--- src/ihm_pkg.sv ---
// Constants, command and answer carriers and states for the bus master.
// Assumes a 10 MHz core clock and open-drain pads resolved outside.
package ihm_pkg;
  localparam int CLK_NS = 100;
  localparam int SCL_HALF_NS = 5000;
  localparam int HALF_CYC = (SCL_HALF_NS + CLK_NS - 1) / CLK_NS;
  localparam int CNT_W = 16;
  localparam logic [3:0] LAST_BIT = 4'h8;
  localparam logic [3:0] FIRST_BIT = 4'h0;
  localparam logic [6:0] GCALL_ADDR = 7'h00;
  localparam logic [3:0] RSVD_TOP = 4'hF;
  localparam logic DIR_READ = 1'h1;
  localparam logic [7:0] ALL_REL = 8'hFF;

  typedef enum logic [1:0] {
    OP_START = 2'b00,
    OP_WRITE = 2'b01,
    OP_READ = 2'b10,
    OP_STOP = 2'b11
  } ihm_op_t;

  typedef struct packed {
    ihm_op_t op;
    logic [7:0] data;
    logic ack;
  } ihm_cmd_t;

  typedef struct packed {
    logic [7:0] data;
    logic ack;
    logic arb_lost;
    logic refused;
  } ihm_rsp_t;

  typedef enum logic [3:0] {
    ST_IDLE = 4'b0000,
    ST_START = 4'b0001,
    ST_HOLD = 4'b0010,
    ST_RS_REL = 4'b0011,
    ST_RS_HI = 4'b0100,
    ST_BIT_LO = 4'b0101,
    ST_BIT_HI = 4'b0110,
    ST_STOP_LO = 4'b0111,
    ST_STOP_HI = 4'b1000,
    ST_STOP_END = 4'b1001
  } ihm_state_t;
endpackage

--- src/ihm_master.sv ---
// Two-wire bus master: start, restart, address/data bytes, stop.
// Assumes external pull-ups; pads resolve line level from the enables.
//
// How it works
// - SDA changes only while SCL is low
// - START/STOP: SDA edge while SCL high
// - Bus busy between START and STOP
// - Restart keeps ownership, bus stays busy
// - Address packet is nine clocks long
// - Direction bit one reads, zero writes
// - Slave pulls SDA low to acknowledge
// - After address NACK only stop or restart
// - Address shifted out MSB first
// - Address zero is the general call
// - Never send general call with read
// - Addresses 1111xxx are never used
// - Data packet: byte MSB first, then ack
// - Receiver NACKs its final accepted byte
// - START directly followed by STOP is illegal
// - Wait for SCL to rise before high count
// - Multi-master transfers share same composition
// - Lines driven low or released only
`timescale 1ns/1ps
module ihm_master
  import ihm_pkg::*;
#(
  parameter int HALF = HALF_CYC
) (
  // Clock and reset
  input wire logic core_clk,
  input wire logic reset,
  // Command port
  input wire logic cmd_valid,
  input wire ihm_cmd_t cmd,
  output logic cmd_ready,
  // Answer port
  output logic rsp_valid,
  output ihm_rsp_t rsp,
  // Bus state
  output logic bus_busy,
  output logic bus_owned,
  // Clock line
  input wire logic scl_i,
  output logic scl_o,
  output logic scl_oe,
  // Data line
  input wire logic sda_i,
  output logic sda_o,
  output logic sda_oe
);
  localparam logic [CNT_W-1:0] HALF_L = CNT_W'(HALF);
  localparam logic [CNT_W-1:0] CNT_ONE = 16'h0001;

  ihm_state_t st_q, st_d;
  logic [CNT_W-1:0] cnt_q, cnt_d;
  logic [8:0] sh_q, sh_d;
  logic [7:0] rx_q, rx_d;
  logic [3:0] bit_q, bit_d;
  logic rd_q, rd_d, lost_q, lost_d, first_q, first_d;
  logic nak_q, nak_d, pkt_q, pkt_d, dir_q, dir_d;
  logic scl_oe_q, scl_oe_d, sda_oe_q, sda_oe_d;
  logic rsp_valid_q, rsp_valid_d, ready_q, busy_q, busy_d;
  ihm_rsp_t rsp_q, rsp_d;
  logic scl_m_q, scl_s_q, sda_m_q, sda_s_q, scl_p_q, sda_p_q;

  // Line state and decodes
  wire take = cmd_valid & ready_q;
  wire tmo = (cnt_q == '0);
  wire cnt_dn = tmo ? 1'h0 : 1'h1;
  wire start_det = scl_s_q & scl_p_q & sda_p_q & ~sda_s_q;
  wire stop_det = scl_s_q & scl_p_q & ~sda_p_q & sda_s_q;
  wire idle_lines = ~busy_q & scl_s_q & sda_s_q;
  wire bad_addr = (cmd.data[7:4] == RSVD_TOP) |
    ((cmd.data[7:1] == GCALL_ADDR) & (cmd.data[0] == DIR_READ));
  wire wr_bad = nak_q | (first_q ? bad_addr : dir_q);
  wire rd_bad = nak_q | first_q | ~dir_q;
  wire stop_bad = ~pkt_q;
  wire tx_bit = ~rd_q & (bit_q != LAST_BIT);
  wire lose = tx_bit & ~sda_oe_q & ~sda_s_q;
  wire last = (bit_q == LAST_BIT);
  wire [CNT_W-1:0] cnt_run = cnt_q - CNT_ONE;
  wire [CNT_W-1:0] cnt_hi = scl_s_q ? cnt_run : HALF_L;

  always_comb begin
    st_d = st_q;
    cnt_d = cnt_dn ? cnt_run : cnt_q;
    sh_d = sh_q;
    rx_d = rx_q;
    bit_d = bit_q;
    rd_d = rd_q;
    lost_d = lost_q;
    first_d = first_q;
    nak_d = nak_q;
    pkt_d = pkt_q;
    dir_d = dir_q;
    scl_oe_d = scl_oe_q;
    sda_oe_d = sda_oe_q;
    rsp_valid_d = 1'h0;
    rsp_d = rsp_q;
    unique case (st_q)
      ST_IDLE: begin
        scl_oe_d = 1'h0;
        sda_oe_d = 1'h0;
        if (take) begin
          if (cmd.op == OP_START && idle_lines) begin
            st_d = ST_START;
            cnt_d = HALF_L;
            sda_oe_d = 1'h1;
            first_d = 1'h1;
            nak_d = 1'h0;
            pkt_d = 1'h0;
          end else begin
            rsp_valid_d = 1'h1;
            rsp_d = '{data: '0, ack: 1'h0, arb_lost: 1'h0, refused: 1'h1};
          end
        end
      end
      ST_START: begin
        if (tmo) begin
          st_d = ST_HOLD;
          scl_oe_d = 1'h1;
        end
      end
      ST_HOLD: begin
        scl_oe_d = 1'h1;
        if (take) begin
          rsp_d = '{data: '0, ack: 1'h0, arb_lost: 1'h0, refused: 1'h1};
          unique case (cmd.op)
            OP_START: begin
              st_d = ST_RS_REL;
              cnt_d = HALF_L;
              sda_oe_d = 1'h0;
              first_d = 1'h1;
              nak_d = 1'h0;
              pkt_d = 1'h0;
            end
            OP_WRITE: begin
              if (wr_bad) begin
                rsp_valid_d = 1'h1;
              end else begin
                st_d = ST_BIT_LO;
                cnt_d = HALF_L;
                sh_d = {cmd.data, 1'h1};
                rd_d = 1'h0;
                bit_d = FIRST_BIT;
                if (first_q) begin
                  dir_d = cmd.data[0];
                end
              end
            end
            OP_READ: begin
              if (rd_bad) begin
                rsp_valid_d = 1'h1;
              end else begin
                st_d = ST_BIT_LO;
                cnt_d = HALF_L;
                sh_d = {ALL_REL, ~cmd.ack};
                rd_d = 1'h1;
                bit_d = FIRST_BIT;
              end
            end
            OP_STOP: begin
              if (stop_bad) begin
                rsp_valid_d = 1'h1;
              end else begin
                st_d = ST_STOP_LO;
                cnt_d = HALF_L;
                sda_oe_d = 1'h1;
              end
            end
          endcase
        end
      end
      ST_RS_REL: begin
        if (tmo) begin
          st_d = ST_RS_HI;
          cnt_d = HALF_L;
          scl_oe_d = 1'h0;
        end
      end
      ST_RS_HI: begin
        cnt_d = cnt_hi;
        if (tmo && scl_s_q) begin
          st_d = ST_START;
          cnt_d = HALF_L;
          sda_oe_d = 1'h1;
        end
      end
      ST_BIT_LO: begin
        sda_oe_d = ~sh_q[8] & ~lost_q;
        if (tmo) begin
          st_d = ST_BIT_HI;
          cnt_d = HALF_L;
          scl_oe_d = 1'h0;
        end
      end
      ST_BIT_HI: begin
        cnt_d = cnt_hi;
        if (lose) begin
          lost_d = 1'h1;
          sda_oe_d = 1'h0;
        end
        if (tmo && scl_s_q) begin
          sh_d = {sh_q[7:0], 1'h1};
          bit_d = bit_q + 4'h1;
          scl_oe_d = 1'h1;
          if (!last) begin
            rx_d = {rx_q[6:0], sda_s_q};
            st_d = ST_BIT_LO;
            cnt_d = HALF_L;
          end else begin
            rsp_valid_d = 1'h1;
            rsp_d = '{data: rx_q, ack: ~sda_s_q, arb_lost: lost_q | lose,
                      refused: 1'h0};
            nak_d = first_q & sda_s_q;
            first_d = 1'h0;
            pkt_d = 1'h1;
            if (lost_q || lose) begin
              st_d = ST_IDLE;
              scl_oe_d = 1'h0;
              sda_oe_d = 1'h0;
              lost_d = 1'h0;
            end else begin
              st_d = ST_HOLD;
            end
          end
        end
      end
      ST_STOP_LO: begin
        if (tmo) begin
          st_d = ST_STOP_HI;
          cnt_d = HALF_L;
          scl_oe_d = 1'h0;
        end
      end
      ST_STOP_HI: begin
        cnt_d = cnt_hi;
        if (tmo && scl_s_q) begin
          st_d = ST_STOP_END;
          cnt_d = HALF_L;
          sda_oe_d = 1'h0;
        end
      end
      ST_STOP_END: begin
        if (tmo) begin
          st_d = ST_IDLE;
          rsp_valid_d = 1'h1;
          rsp_d = '{data: '0, ack: 1'h0, arb_lost: 1'h0, refused: 1'h0};
        end
      end
      default: begin
        st_d = ST_IDLE;
        scl_oe_d = 1'h0;
        sda_oe_d = 1'h0;
      end
    endcase
  end

  // Busy flag follows conditions seen on the wires
  assign busy_d = start_det ? 1'h1 : (stop_det ? 1'h0 : busy_q);

  // Two-stage synchronisers on the line inputs
  always_ff @(posedge core_clk or posedge reset) begin
    if (reset) begin
      scl_m_q <= 1'h1;
      scl_s_q <= 1'h1;
      sda_m_q <= 1'h1;
      sda_s_q <= 1'h1;
      scl_p_q <= 1'h1;
      sda_p_q <= 1'h1;
    end else begin
      scl_m_q <= scl_i;
      scl_s_q <= scl_m_q;
      sda_m_q <= sda_i;
      sda_s_q <= sda_m_q;
      scl_p_q <= scl_s_q;
      sda_p_q <= sda_s_q;
    end
  end

  always_ff @(posedge core_clk or posedge reset) begin
    if (reset) begin
      st_q <= ST_IDLE;
      cnt_q <= '0;
      sh_q <= '1;
      rx_q <= '0;
      bit_q <= FIRST_BIT;
      rd_q <= 1'h0;
      lost_q <= 1'h0;
      first_q <= 1'h0;
      nak_q <= 1'h0;
      pkt_q <= 1'h0;
      dir_q <= 1'h0;
    end else begin
      st_q <= st_d;
      cnt_q <= cnt_d;
      sh_q <= sh_d;
      rx_q <= rx_d;
      bit_q <= bit_d;
      rd_q <= rd_d;
      lost_q <= lost_d;
      first_q <= first_d;
      nak_q <= nak_d;
      pkt_q <= pkt_d;
      dir_q <= dir_d;
    end
  end

  always_ff @(posedge core_clk or posedge reset) begin
    if (reset) begin
      scl_oe_q <= 1'h0;
      sda_oe_q <= 1'h0;
      rsp_valid_q <= 1'h0;
      rsp_q <= '0;
      ready_q <= 1'h0;
      busy_q <= 1'h0;
      bus_owned <= 1'h0;
      scl_o <= 1'h0;
      sda_o <= 1'h0;
    end else begin
      scl_oe_q <= scl_oe_d;
      sda_oe_q <= sda_oe_d;
      rsp_valid_q <= rsp_valid_d;
      rsp_q <= rsp_d;
      ready_q <= (st_d == ST_IDLE) | (st_d == ST_HOLD);
      busy_q <= busy_d;
      bus_owned <= (st_d != ST_IDLE);
      scl_o <= 1'h0;
      sda_o <= 1'h0;
    end
  end

  assign scl_oe = scl_oe_q;
  assign sda_oe = sda_oe_q;
  assign rsp_valid = rsp_valid_q;
  assign rsp = rsp_q;
  assign cmd_ready = ready_q;
  assign bus_busy = busy_q;
endmodule

--- config.mk ---
export PLATFORM = sky130hd
export DESIGN_NAME = ihm_master
export DESIGN_NICKNAME = d
export VERILOG_FILES = /design/src/ihm_pkg.sv /design/src/ihm_master.sv
export SDC_FILE = /design/constraint.sdc
export NUM_CORES = 1
export LEC_CHECK = 0
export ABC_AREA = 0
export BUFFER_PORTS_ARGS = -buffer_cell sky130_fd_sc_hd__buf_4
export CELL_PAD_IN_SITES_DETAIL_PLACEMENT = 1
export CELL_PAD_IN_SITES_GLOBAL_PLACEMENT = 2
export CORE_ASPECT_RATIO = 0.9
export CORE_UTILIZATION = 40
export CTS_CLUSTER_DIAMETER = 200
export DETAILED_ROUTE_END_ITERATION = 7
export HOLD_SLACK_MARGIN = 0.02
export PLACE_DENSITY = 0.87
export SLEW_MARGIN = 5
export SYNTH_ARGS = -nofsm -noshare
export SYNTH_HDL_FRONTEND = slang
export SYNTH_SLANG_ARGS = --single-unit
--- constraint.sdc ---
create_clock -name core_clk -period 4.5 [get_ports core_clk]
set_input_delay 0.9 -clock core_clk [delete_from_list [all_inputs] [get_ports core_clk]]
set_output_delay 0.9 -clock core_clk [all_outputs]
set_load 0.02 [all_outputs]
==> impl_metrics.env, run 1 <==
export IMPL_setup_viol=0
export IMPL_numCtsBuffers=9
export IMPL_pre_cts_slack_ps=1230
export IMPL_overflow=0
export IMPL_wire_per_inst_um=18.4
export IMPL_die_x_um=109
export IMPL_die_area_um2=10600
export IMPL_io_buffers=32
export IMPL_power_total_uw=1410
export IMPL_crit_type="flop to flop"
export IMPL_r2r_start="cnt_q[2]$_DFF_PP0_"
export IMPL_clockBufferDepth=2
export IMPL_yosys_warnings=0
export IMPL_p_per_area_nw_per_um2=299
export IMPL_yosysMostFrequentCell="dfrtp_1"
export IMPL_fin_skew_ps=3.91
export IMPL_wl_um=11300
export IMPL_h_tree_depth=3
export IMPL_gp_congestion=0.852
export IMPL_hold_viol_final=0
export IMPL_end_kind="flop"
export IMPL_row_count=34
export IMPL_diodes=0
export IMPL_path_max_fanout=12
export IMPL_ys_flop_type="dfrtp_1"
export IMPL_critPathLaunchType="flop"
export IMPL_rsz0062_at_grt="false"
export IMPL_fin_area_um2=4730
export IMPL_leakage_uw=0.00197
export IMPL_startpoint="cnt_q[2]$_DFF_PP0_"
export IMPL_num_vias=3490
export IMPL_cts_tree="done"
export IMPL_first_global_vias=3635
export IMPL_yosysUniqueCellTypes=65
export IMPL_insertion_delay_ps=340
export IMPL_ctsHoldBuffers=0
export IMPL_hold_class="flop to flop"
export IMPL_ioPinCount=35
export IMPL_ir_drop_uv=232
export IMPL_arrival_ps=3120
export IMPL_cts_resized=0
export IMPL_grt_pass1_wl_um=18900
export IMPL_holdPathEnd="sda_s_q$_DFF_PP1_"
export IMPL_post_route_min_period_ps=2940
export IMPL_synthTopCellsByArea="dfrtp_1 34%, dfstp_2 9.6%, o21ai_0 5.4%"
export IMPL_outcome="finished, final reports clean"
export IMPL_slew_viol_final=0
export IMPL_dpl_instance_area_um2=4430
export IMPL_layout_cells_non_filler=612
export IMPL_clock_fmax_mhz=340
export IMPL_hp_start="sda_m_q$_DFF_PP1_"
export IMPL_drcViolationCount=0
export IMPL_clkTransAtPathRegs_ps=60
export IMPL_ys_seq_area_share_pct=43.3
export IMPL_fin_setup_tns_ps=0
export IMPL_place_inst=596
export IMPL_yosysTopAreaCellShare_pct=33.6
export IMPL_synth_edff_count=0
export IMPL_async_flop_share_pct=100
export IMPL_synth_area_um2=4090
export IMPL_drtPass1Iterations=4
export IMPL_grt_max_degree=49
export IMPL_synth_avg_cell_area_um2=8.99
export IMPL_nets=505
export IMPL_syn_instance_count=455
export IMPL_postCtsSetupBuffers=0
export IMPL_root_buffer="clkbuf_16"
export IMPL_regToRegEndpoint="cnt_q[13]$_DFF_PP0_"
export IMPL_die_y_um=97.9
export IMPL_synth_top_cell_by_area="dfrtp_1"
export IMPL_antenna_found_initial=0
export IMPL_vias_per_cell=5.70
export IMPL_track_usage_pct=23.1
export IMPL_clock_sinks=70
export IMPL_antenna_left=0
export IMPL_start_util_pct=41.8
export IMPL_syn_to_final_growth_pct=15.5
export IMPL_drt_iter0_drc=179
export IMPL_synthTopCellsByCount="55 x dfrtp_1, 44 x nor2_1, 44 x o21ai_0, 43 x nand2_1, 27 x a21oi_1"
export IMPL_drive_above_1_share_pct=20.0
export IMPL_hold_depth=0
export IMPL_ys_ff_latch=70
export IMPL_worst_slew_pin_slew_ps=999
export IMPL_maxCapViolations=0
export IMPL_required_ps=4680
export IMPL_reg2reg_depth=6
export IMPL_hpwl_um=8120
export IMPL_relSlewSlack_pct=33.4
export IMPL_finalWorstSetupSlack_ps=1560
export IMPL_ff2ff_setup_slack_ps=1560
export IMPL_finalCritPeriodShare_pct=65.4
export IMPL_core_region_area_um2=9780
-- how the worst max path moves through the flow --
stage	cells past startpoint	slack, ps	endpoint
2_1_floorplan	1	1860	bit_q[0]$_DFFE_PP0P_
3_3_place_gp	9	1380	bit_q[3]$_DFFE_PP0P_
3_5_place_dp	9	1230	bit_q[3]$_DFFE_PP0P_
4_1_cts	6	1540	cnt_q[13]$_DFF_PP0_
5_1_grt	6	1330	cnt_q[13]$_DFF_PP0_
6_report	6	1560	cnt_q[13]$_DFF_PP0_
-- per-layer routing --
| metal | global-route usage, % | vias to the layer above | share of wire (%) |
|---|---|---|---|
| met5 | 0 | - | 0 |
| met4 | 6.65 | 0 | 0.91 |
| met3 | 5.21 | 8 | 4.0 |
| met2 | 35.9 | 54 | 48 |
| met1 | 31.9 | 1752 | 47 |
| li1 | - | 1676 | - |
-- metrics by stage --
| step | hold WS (ps) | utilization (%) |
|---|---|---|
| detailed placement | 348 | 45.3 |
| floorplan | 345 | - |
| finish | 356 | 48.3 |
| CTS | 357 | 48.3 |
| global route | 358 | 48.3 |
| global placement | 346 | 45.3 |
-- placed cells by master, fill, tap and decap left out, types with 3 or more instances in the layout --
cell | netlist | routed
a31oi_1 | 7 | 7
dfrtp_1 | 55 | 55
dfstp_2 | 15 | 15
and3_1 | 3 | 3
nor2_1 | 44 | 44
nor3b_1 | 3 | 3
o21ai_0 | 44 | 44
and2_1 | 4 | 4
a22o_1 | 3 | 3
inv_1 | 24 | 23
ha_1 | 8 | 8
clkbuf_16 | 0 | 9
o31ai_1 | 4 | 4
a21oi_1 | 27 | 27
nor3_1 | 9 | 9
buf_4 | 2 | 40
mux2_2 | 11 | 11
a211o_1 | 3 | 3
nand4_1 | 4 | 4
xnor2_1 | 9 | 9
nand2_1 | 43 | 43
xor2_1 | 5 | 5
nand3b_1 | 3 | 3
nor2b_1 | 4 | 4
o211ai_1 | 3 | 3
or3_1 | 11 | 11
nand2b_1 | 6 | 6
nor4_1 | 10 | 10
mux2i_1 | 12 | 12
nand3_1 | 12 | 12
-- cell families (layout without fill, tap and decap cells) --
group	count (synthesis)	in the layout	synth area share (%)
AND/OR/NAND/NOR	176	176	23.0
AO/OA/AOI/OAI	112	112	16.6
flip-flops	70	70	43.3
buffers and inverters	50	80	5.23
multiplexers	24	24	6.33
XOR/XNOR	14	14	3.00
adder cells (fa/ha/maj)	8	8	2.45
other	1	2	0.0917
-- critical path: stages, from the launching register on --
cell     delay (ps)
dfrtp_1         440
nor4_1          690
and4_1          310
buf_4           210
o32ai_1         160
a22oi_1         840
nor2_1          120
-- power breakdown --
| group | total (µW) | switching [µW] | internal (µW) | leakage [µW] |
|---|---|---|---|---|
| logic | 58.1 | 36.1 | 22.0 | 0.00106 |
| clock network | 714 | 284 | 430 | 0.000142 |
| registers | 641 | 4.84 | 636 | 0.000765 |
-- sequential cells by signal, summed over array words and instances (netlist names) --
signal     cells
lost_q         1
cmd_ready      1
dir_q          1
st_q           4
bit_q          4
rsp_valid      1
bus_owned      1
rx_q           8
rsp           11
bus_busy       1
sda_s_q        1
scl_p_q        1
sda_p_q        1
sda_oe         1
scl_s_q        1
rd_q           1
cnt_q         16
nak_q          1
first_q        1
scl_m_q        1
pkt_q          1
scl_oe         1
sh_q           9
sda_m_q        1
-- layout make-up --
class	instances	area (µm²)
clock buffers	9	225
clock inverters	7	72.6
fillers	1154	5060
inverters	24	90.1
multi-input cells	336	2110
flip-flops and latches	70	1770
well taps	126	158
repair buffers	40	300
Power figures use the tool's default switching activity.
==> run 2, diff against run 1 <==
Settings changed: CORE_UTILIZATION 40 to 37, PLACE_DENSITY 0.87 to 0.81.
Clock period 4.5 ns to 3 ns, I/O delays scaled along.
==> run 2 against run 1 <==
  * Clock skew is 2.3 ps higher
  * Setup slack lost 1300 ps
  * Critical path depth up 1
  * Power increased by 59%
  * Core utilization fell by 3.0 points
  * Non-clock buffer count up 15
  * Combinational power increased by 62%
  * Cell area increased by 3.5%
  * Count of clock-buffer cells in the layout is 1 higher
  * Via count grew 3.0%
  * Clock power grew 68%
  * Maximum frequency rose by 5.9%
==> impl_metrics.env, run 2 (synthesis gave the netlist of run 1 again) <==
export IMPL_path_max_fanout=6
export IMPL_drcViolationCount=0
export IMPL_crit_type="flop to flop"
export IMPL_postCtsSetupBuffers=0
export IMPL_diodes=0
export IMPL_antenna_left=0
export IMPL_rsz0062_at_grt="false"
export IMPL_antenna_found_initial=0
export IMPL_relSlewSlack_pct=56.9
export IMPL_drt_iter0_drc=159
export IMPL_grt_pass1_wl_um=20200
export IMPL_place_inst=618
export IMPL_cts_resized=0
export IMPL_insertion_delay_ps=340
export IMPL_end_kind="flop"
export IMPL_row_count=36
export IMPL_clock_fmax_mhz=360
export IMPL_vias_per_cell=5.67
export IMPL_clock_sinks=70
export IMPL_p_per_area_nw_per_um2=460
export IMPL_h_tree_depth=3
export IMPL_die_x_um=113
export IMPL_num_vias=3596
export IMPL_fin_setup_tns_ps=0
export IMPL_numCtsBuffers=9
export IMPL_largest_register_ffs=16
export IMPL_clockBufferDepth=2
export IMPL_clkTransAtPathRegs_ps=60
export IMPL_die_y_um=102
export IMPL_ctsHoldBuffers=0
export IMPL_arrival_ps=3040
export IMPL_die_area_um2=11500
export IMPL_root_buffer="clkbuf_16"
export IMPL_start_util_pct=37.8
export IMPL_setup_viol=0
export IMPL_hold_viol_final=0
export IMPL_grt_max_degree=43
export IMPL_fin_skew_ps=6.17
export IMPL_nets=520
export IMPL_drive_above_1_share_pct=22.4
export IMPL_track_usage_pct=22.7
export IMPL_core_region_area_um2=10800
export IMPL_layout_commonest_cell="dfrtp_1"
export IMPL_largest_register="cnt_q"
export IMPL_drtPass1Iterations=4
export IMPL_fillCellCount=1272
export IMPL_first_global_vias=3793
export IMPL_wire_per_inst_um=18.5
export IMPL_ir_drop_uv=329
export IMPL_outcome="finished, final reports clean"
export IMPL_multi_input_area_um2=2110
export IMPL_syn_to_final_growth_pct=19.6
export IMPL_overflow=0
export IMPL_slew_viol_final=0
export IMPL_reg2reg_depth=7
export IMPL_finalCritPeriodShare_pct=92.6
export IMPL_hpwl_um=8520
export IMPL_leakage_uw=0.00206
export IMPL_io_buffers=32
export IMPL_post_route_min_period_ps=2780
export IMPL_maxCapViolations=0
export IMPL_cts_tree="done"
export IMPL_critPathLaunchType="flop"
export IMPL_hold_class="input port to async pin"
export IMPL_wl_um=11700
export IMPL_layout_cells_non_filler=634
export IMPL_final_seq_area_um2=1770
export IMPL_gp_congestion=0.831
export IMPL_ioPinCount=35
export IMPL_required_ps=3260
export IMPL_mostFrequentLayoutCells="55 x dfrtp_1, 54 x buf_4, 44 x nor2_1, 44 x o21ai_0, 43 x nand2_1"
export IMPL_worst_slew_pin_slew_ps=641
[run 2: power breakdown]
part	switching, µW	internal (µW)
Sequential	7.92	953
Clock	442	755
Combinational	56.4	37.6
[run 2: final cells by class]
type / count / share of cell area (%)
Multi-Input combinational cell: 336 / 43.1
Tap cell: 133 / 3.40
Clock inverter: 6 / 1.89
Clock buffer: 10 / 4.88
Timing Repair Buffer: 55 / 8.69
Sequential cell: 70 / 36.2
Inverter: 24 / 1.84
[run 2: through the flow]
step / util [%] / power, µW / setup slack, ps / instance area (µm²) / hold WS (ps)
2_1_floorplan: - / 1030 / 550 / 4090 / 345
3_3_place_gp: 42.2 / 1070 / 306 / 4560 / 347
3_5_place_dp: 42.2 / 1070 / 237 / 4560 / 348
4_1_cts: 45.3 / 2280 / 194 / 4890 / 352
5_1_grt: 45.3 / 2330 / 94.4 / 4890 / 355
6_report: 45.3 / 2250 / 221 / 4890 / 345
[run 2: metal layers]
| metal | track usage (%) | vias up | wire length, µm |
|---|---|---|---|
| met5 | 0 | - | 0 |
| met4 | 7.38 | 0 | 246 |
| met3 | 4.49 | 23 | 445 |
| met2 | 37.6 | 68 | 5480 |
| met1 | 29.9 | 1802 | 5560 |
| li1 | - | 1703 | - |
[run 2: worst max-delay path: stages, from the launching register on]
cell,delay (ps)
dfrtp_1,450
or4_4,570
or2_4,300
nor4_4,430
a21oi_2,120
a211oi_2,370
buf_4,250
mux2i_1,200
[run 2: worst paths after layout]
path | to | slack (ps) | from
worst max register to register | rsp[1]$_DFFE_PP0P_ | 220 | cnt_q[2]$_DFF_PP0_
worst min-delay path | rx_q[4]$_DFFE_PP0P_ | 350 | reset
max in group asynchronous | scl_p_q$_DFF_PP1_ | 1950 | reset
worst max-delay path | rsp[1]$_DFFE_PP0P_ | 220 | cnt_q[2]$_DFF_PP0_
worst min register to register | sda_s_q$_DFF_PP1_ | 360 | sda_m_q$_DFF_PP1_
min in group core_clk | sda_s_q$_DFF_PP1_ | 360 | sda_m_q$_DFF_PP1_
==> run 3, diff against run 2 <==
Settings changed: ABC_AREA 0 to 1, CORE_MARGIN set to 2, CORE_UTILIZATION 37 to 35, HOLD_SLACK_MARGIN 0.02 to not set.
==> run 3 against run 2 <==
  * Power decreased by 6.3%
  * Cell area shrank 0.33%
  * Register-to-register slack improved by 140 ps
  * Maximum frequency is 5.4% higher
  * Synthesized area is 1.8% higher
  * First-iteration DRC count shrank 16%
  * Core utilization down 3.0 points
  * Highest routed layer unchanged
==> impl_metrics.env, run 3 <==
export IMPL_hold_ws_ps=356
export IMPL_antenna_left=0
export IMPL_yosysUniqueCellTypes=43
export IMPL_clock_sinks=70
export IMPL_path_max_fanout=4
export IMPL_insertion_delay_ps=340
export IMPL_gp_congestion=0.837
export IMPL_start_util_pct=36.1
export IMPL_place_inst=718
export IMPL_ys_ff_latch=70
export IMPL_diodes=0
export IMPL_crit_type="flop to flop"
export IMPL_first_global_vias=3866
export IMPL_syn_to_final_growth_pct=17.1
export IMPL_postCtsSetupBuffers=0
export IMPL_critPathLaunchType="flop"
export IMPL_hpwl_um=8760
export IMPL_cts_tree="done"
export IMPL_clkTransAtPathRegs_ps=60
export IMPL_dpl_instance_area_um2=4590
export IMPL_largest_register="cnt_q"
export IMPL_synth_area_um2=4170
export IMPL_outcome="finished, final reports clean"
export IMPL_clockBufferDepth=2
export IMPL_maxCapViolations=0
export IMPL_drt_iter0_drc=134
export IMPL_track_usage_pct=19.4
export IMPL_root_buffer="clkbuf_16"
export IMPL_ys_seq_area_share_pct=42.5
export IMPL_ctsHoldBuffers=0
export IMPL_overflow=0
export IMPL_wl_um=11700
export IMPL_synth_avg_cell_area_um2=7.77
export IMPL_setup_viol=0
export IMPL_ir_drop_uv=247
export IMPL_end_kind="flop"
export IMPL_die_area_um2=12800
export IMPL_worst_slew_pin_slew_ps=680
export IMPL_antenna_found_initial=0
export IMPL_synth_top_cell_by_area="dfrtp_1"
export IMPL_layout_cells_non_filler=734
export IMPL_path_cells="inv_1 > ha_1 > nand2_2 > nor2_4 > nand2_2 > nor4_1 > inv_1 > ha_1 > or2_2 > nand3_1 > or2_2"
export IMPL_hold_viol_final=0
export IMPL_largest_register_ffs=16
export IMPL_mostFrequentLayoutCells="108 x nand2_1, 83 x inv_1, 55 x dfrtp_1, 48 x nor2_1, 48 x o21ai_0"
export IMPL_slew_viol_final=0
export IMPL_finalWorstSetupSlack_ps=362
export IMPL_grt_pass1_wl_um=19600
export IMPL_fin_skew_ps=9.17
export IMPL_syn_instance_count=536
export IMPL_arrival_ps=2860
export IMPL_synthTopCellsByCount="108 x nand2_1, 84 x inv_1, 55 x dfrtp_1, 48 x nor2_1, 48 x o21ai_0"
export IMPL_grt_max_degree=45
export IMPL_ys_flop_type="dfrtp_1"
export IMPL_vias_per_cell=5.09
export IMPL_critPathMaxStageDelay_ps=430
export IMPL_nets=597
export IMPL_yosys_warnings=0
export IMPL_yosysTopAreaCellShare_pct=33.0
export IMPL_layout_commonest_cell="nand2_1"
export IMPL_leakage_uw=0.00239
export IMPL_h_tree_depth=3
export IMPL_cts_resized=0
export IMPL_die_x_um=119
export IMPL_num_vias=3735
export IMPL_rsz0062_at_grt="false"
export IMPL_required_ps=3220
export IMPL_clock_fmax_mhz=379
export IMPL_async_flop_share_pct=100
export IMPL_synth_edff_count=0
export IMPL_die_y_um=107
export IMPL_ioPinCount=35
export IMPL_relSlewSlack_pct=54.6
export IMPL_fillCellCount=1399
export IMPL_yosysMostFrequentCell="nand2_1"
export IMPL_wire_per_inst_um=15.9
export IMPL_p_per_area_nw_per_um2=433
export IMPL_hold_class="input port to async pin"
export IMPL_numCtsBuffers=9
export IMPL_crit_path_top_delay_cell="nor4_1"
export IMPL_drcViolationCount=0
export IMPL_drive_above_1_share_pct=19.0
export IMPL_finalCritPeriodShare_pct=87.9
export IMPL_pre_cts_slack_ps=384
export IMPL_row_count=37
export IMPL_drtPass1Iterations=4
export IMPL_post_route_min_period_ps=2640
export IMPL_ff2ff_setup_slack_ps=360
export IMPL_fin_area_um2=4880
export IMPL_io_buffers=32
export IMPL_core_region_area_um2=11500
export IMPL_synthTopCellsByArea="dfrtp_1 33%, nand2_1 9.7%, dfstp_2 9.5%"
export IMPL_fin_setup_tns_ps=0
## run 3: cell type report
class | instances | area [µm²] | area share [%]
repair buffers | 39 | 305 | 6.26
clock inverters | 6 | 52.6 | 1.08
well taps | 156 | 195 | 4.00
inverters | 87 | 332 | 6.80
flip-flops and latches | 70 | 1770 | 36.3
multi-input cells | 366 | 1980 | 40.7
clock buffers | 10 | 239 | 4.90
## run 3: metal layers
metal / global-route usage, % / up-vias / wire (µm)
li1: - / 1809 / -
met1: 25.3 / 1836 / 5380
met2: 31.9 / 77 / 5570
met3: 4.18 / 13 / 537
met4: 6.63 / 0 / 160
met5: 0 / - / 0
## run 3: kinds of logic (layout without fill, tap and decap cells)
group	after synthesis	count (layout)	synth area share (%)
buf+inv	101	142	9.97
flops	70	70	42.5
fa+ha+maj	8	8	2.40
mux	9	9	2.40
compound gates	92	92	12.8
other cells	1	2	0.0900
simple gates	239	239	26.5
xor+xnor	16	16	3.36
## run 3: path summary, 6_finish.rpt
kind | from | endpoint | depth (start not counted)
max in group asynchronous | reset | sh_q[8]$_DFFE_PP1P_ | 3
max reg2reg | cnt_q[0]$_DFF_PP0_ | cnt_q[0]$_DFF_PP0_ | 11
min in group core_clk | scl_m_q$_DFF_PP1_ | scl_s_q$_DFF_PP1_ | 0
min | reset | rsp[8]$_DFFE_PP0P_ | 2
max | cnt_q[0]$_DFF_PP0_ | cnt_q[0]$_DFF_PP0_ | 11
min reg2reg | scl_m_q$_DFF_PP1_ | scl_s_q$_DFF_PP1_ | 0
## run 3: worst max-delay path, delay by kind of cell, from the launching register on
family                   cells  cell delay [ps]
AND/OR/NAND/NOR              7             1220
adder cells (fa/ha/maj)      2              550
flip-flops                   1              400
buffers and inverters        2              330
## run 3: per-stage QoR
step                      util, %  power (µW)
final                        42.3        2110
after global routing         42.3        2190
after CTS                    42.3        2140
after detailed placement     39.8        1080
after global placement       39.8        1070
after floorplan                 -        1030
## run 3: report_power, final
part,internal (µW),leakage [µW],switching [µW]
logic,32.7,0.00148,62.7
registers,955,0.000774,7.23
clock network,597,0.000138,457
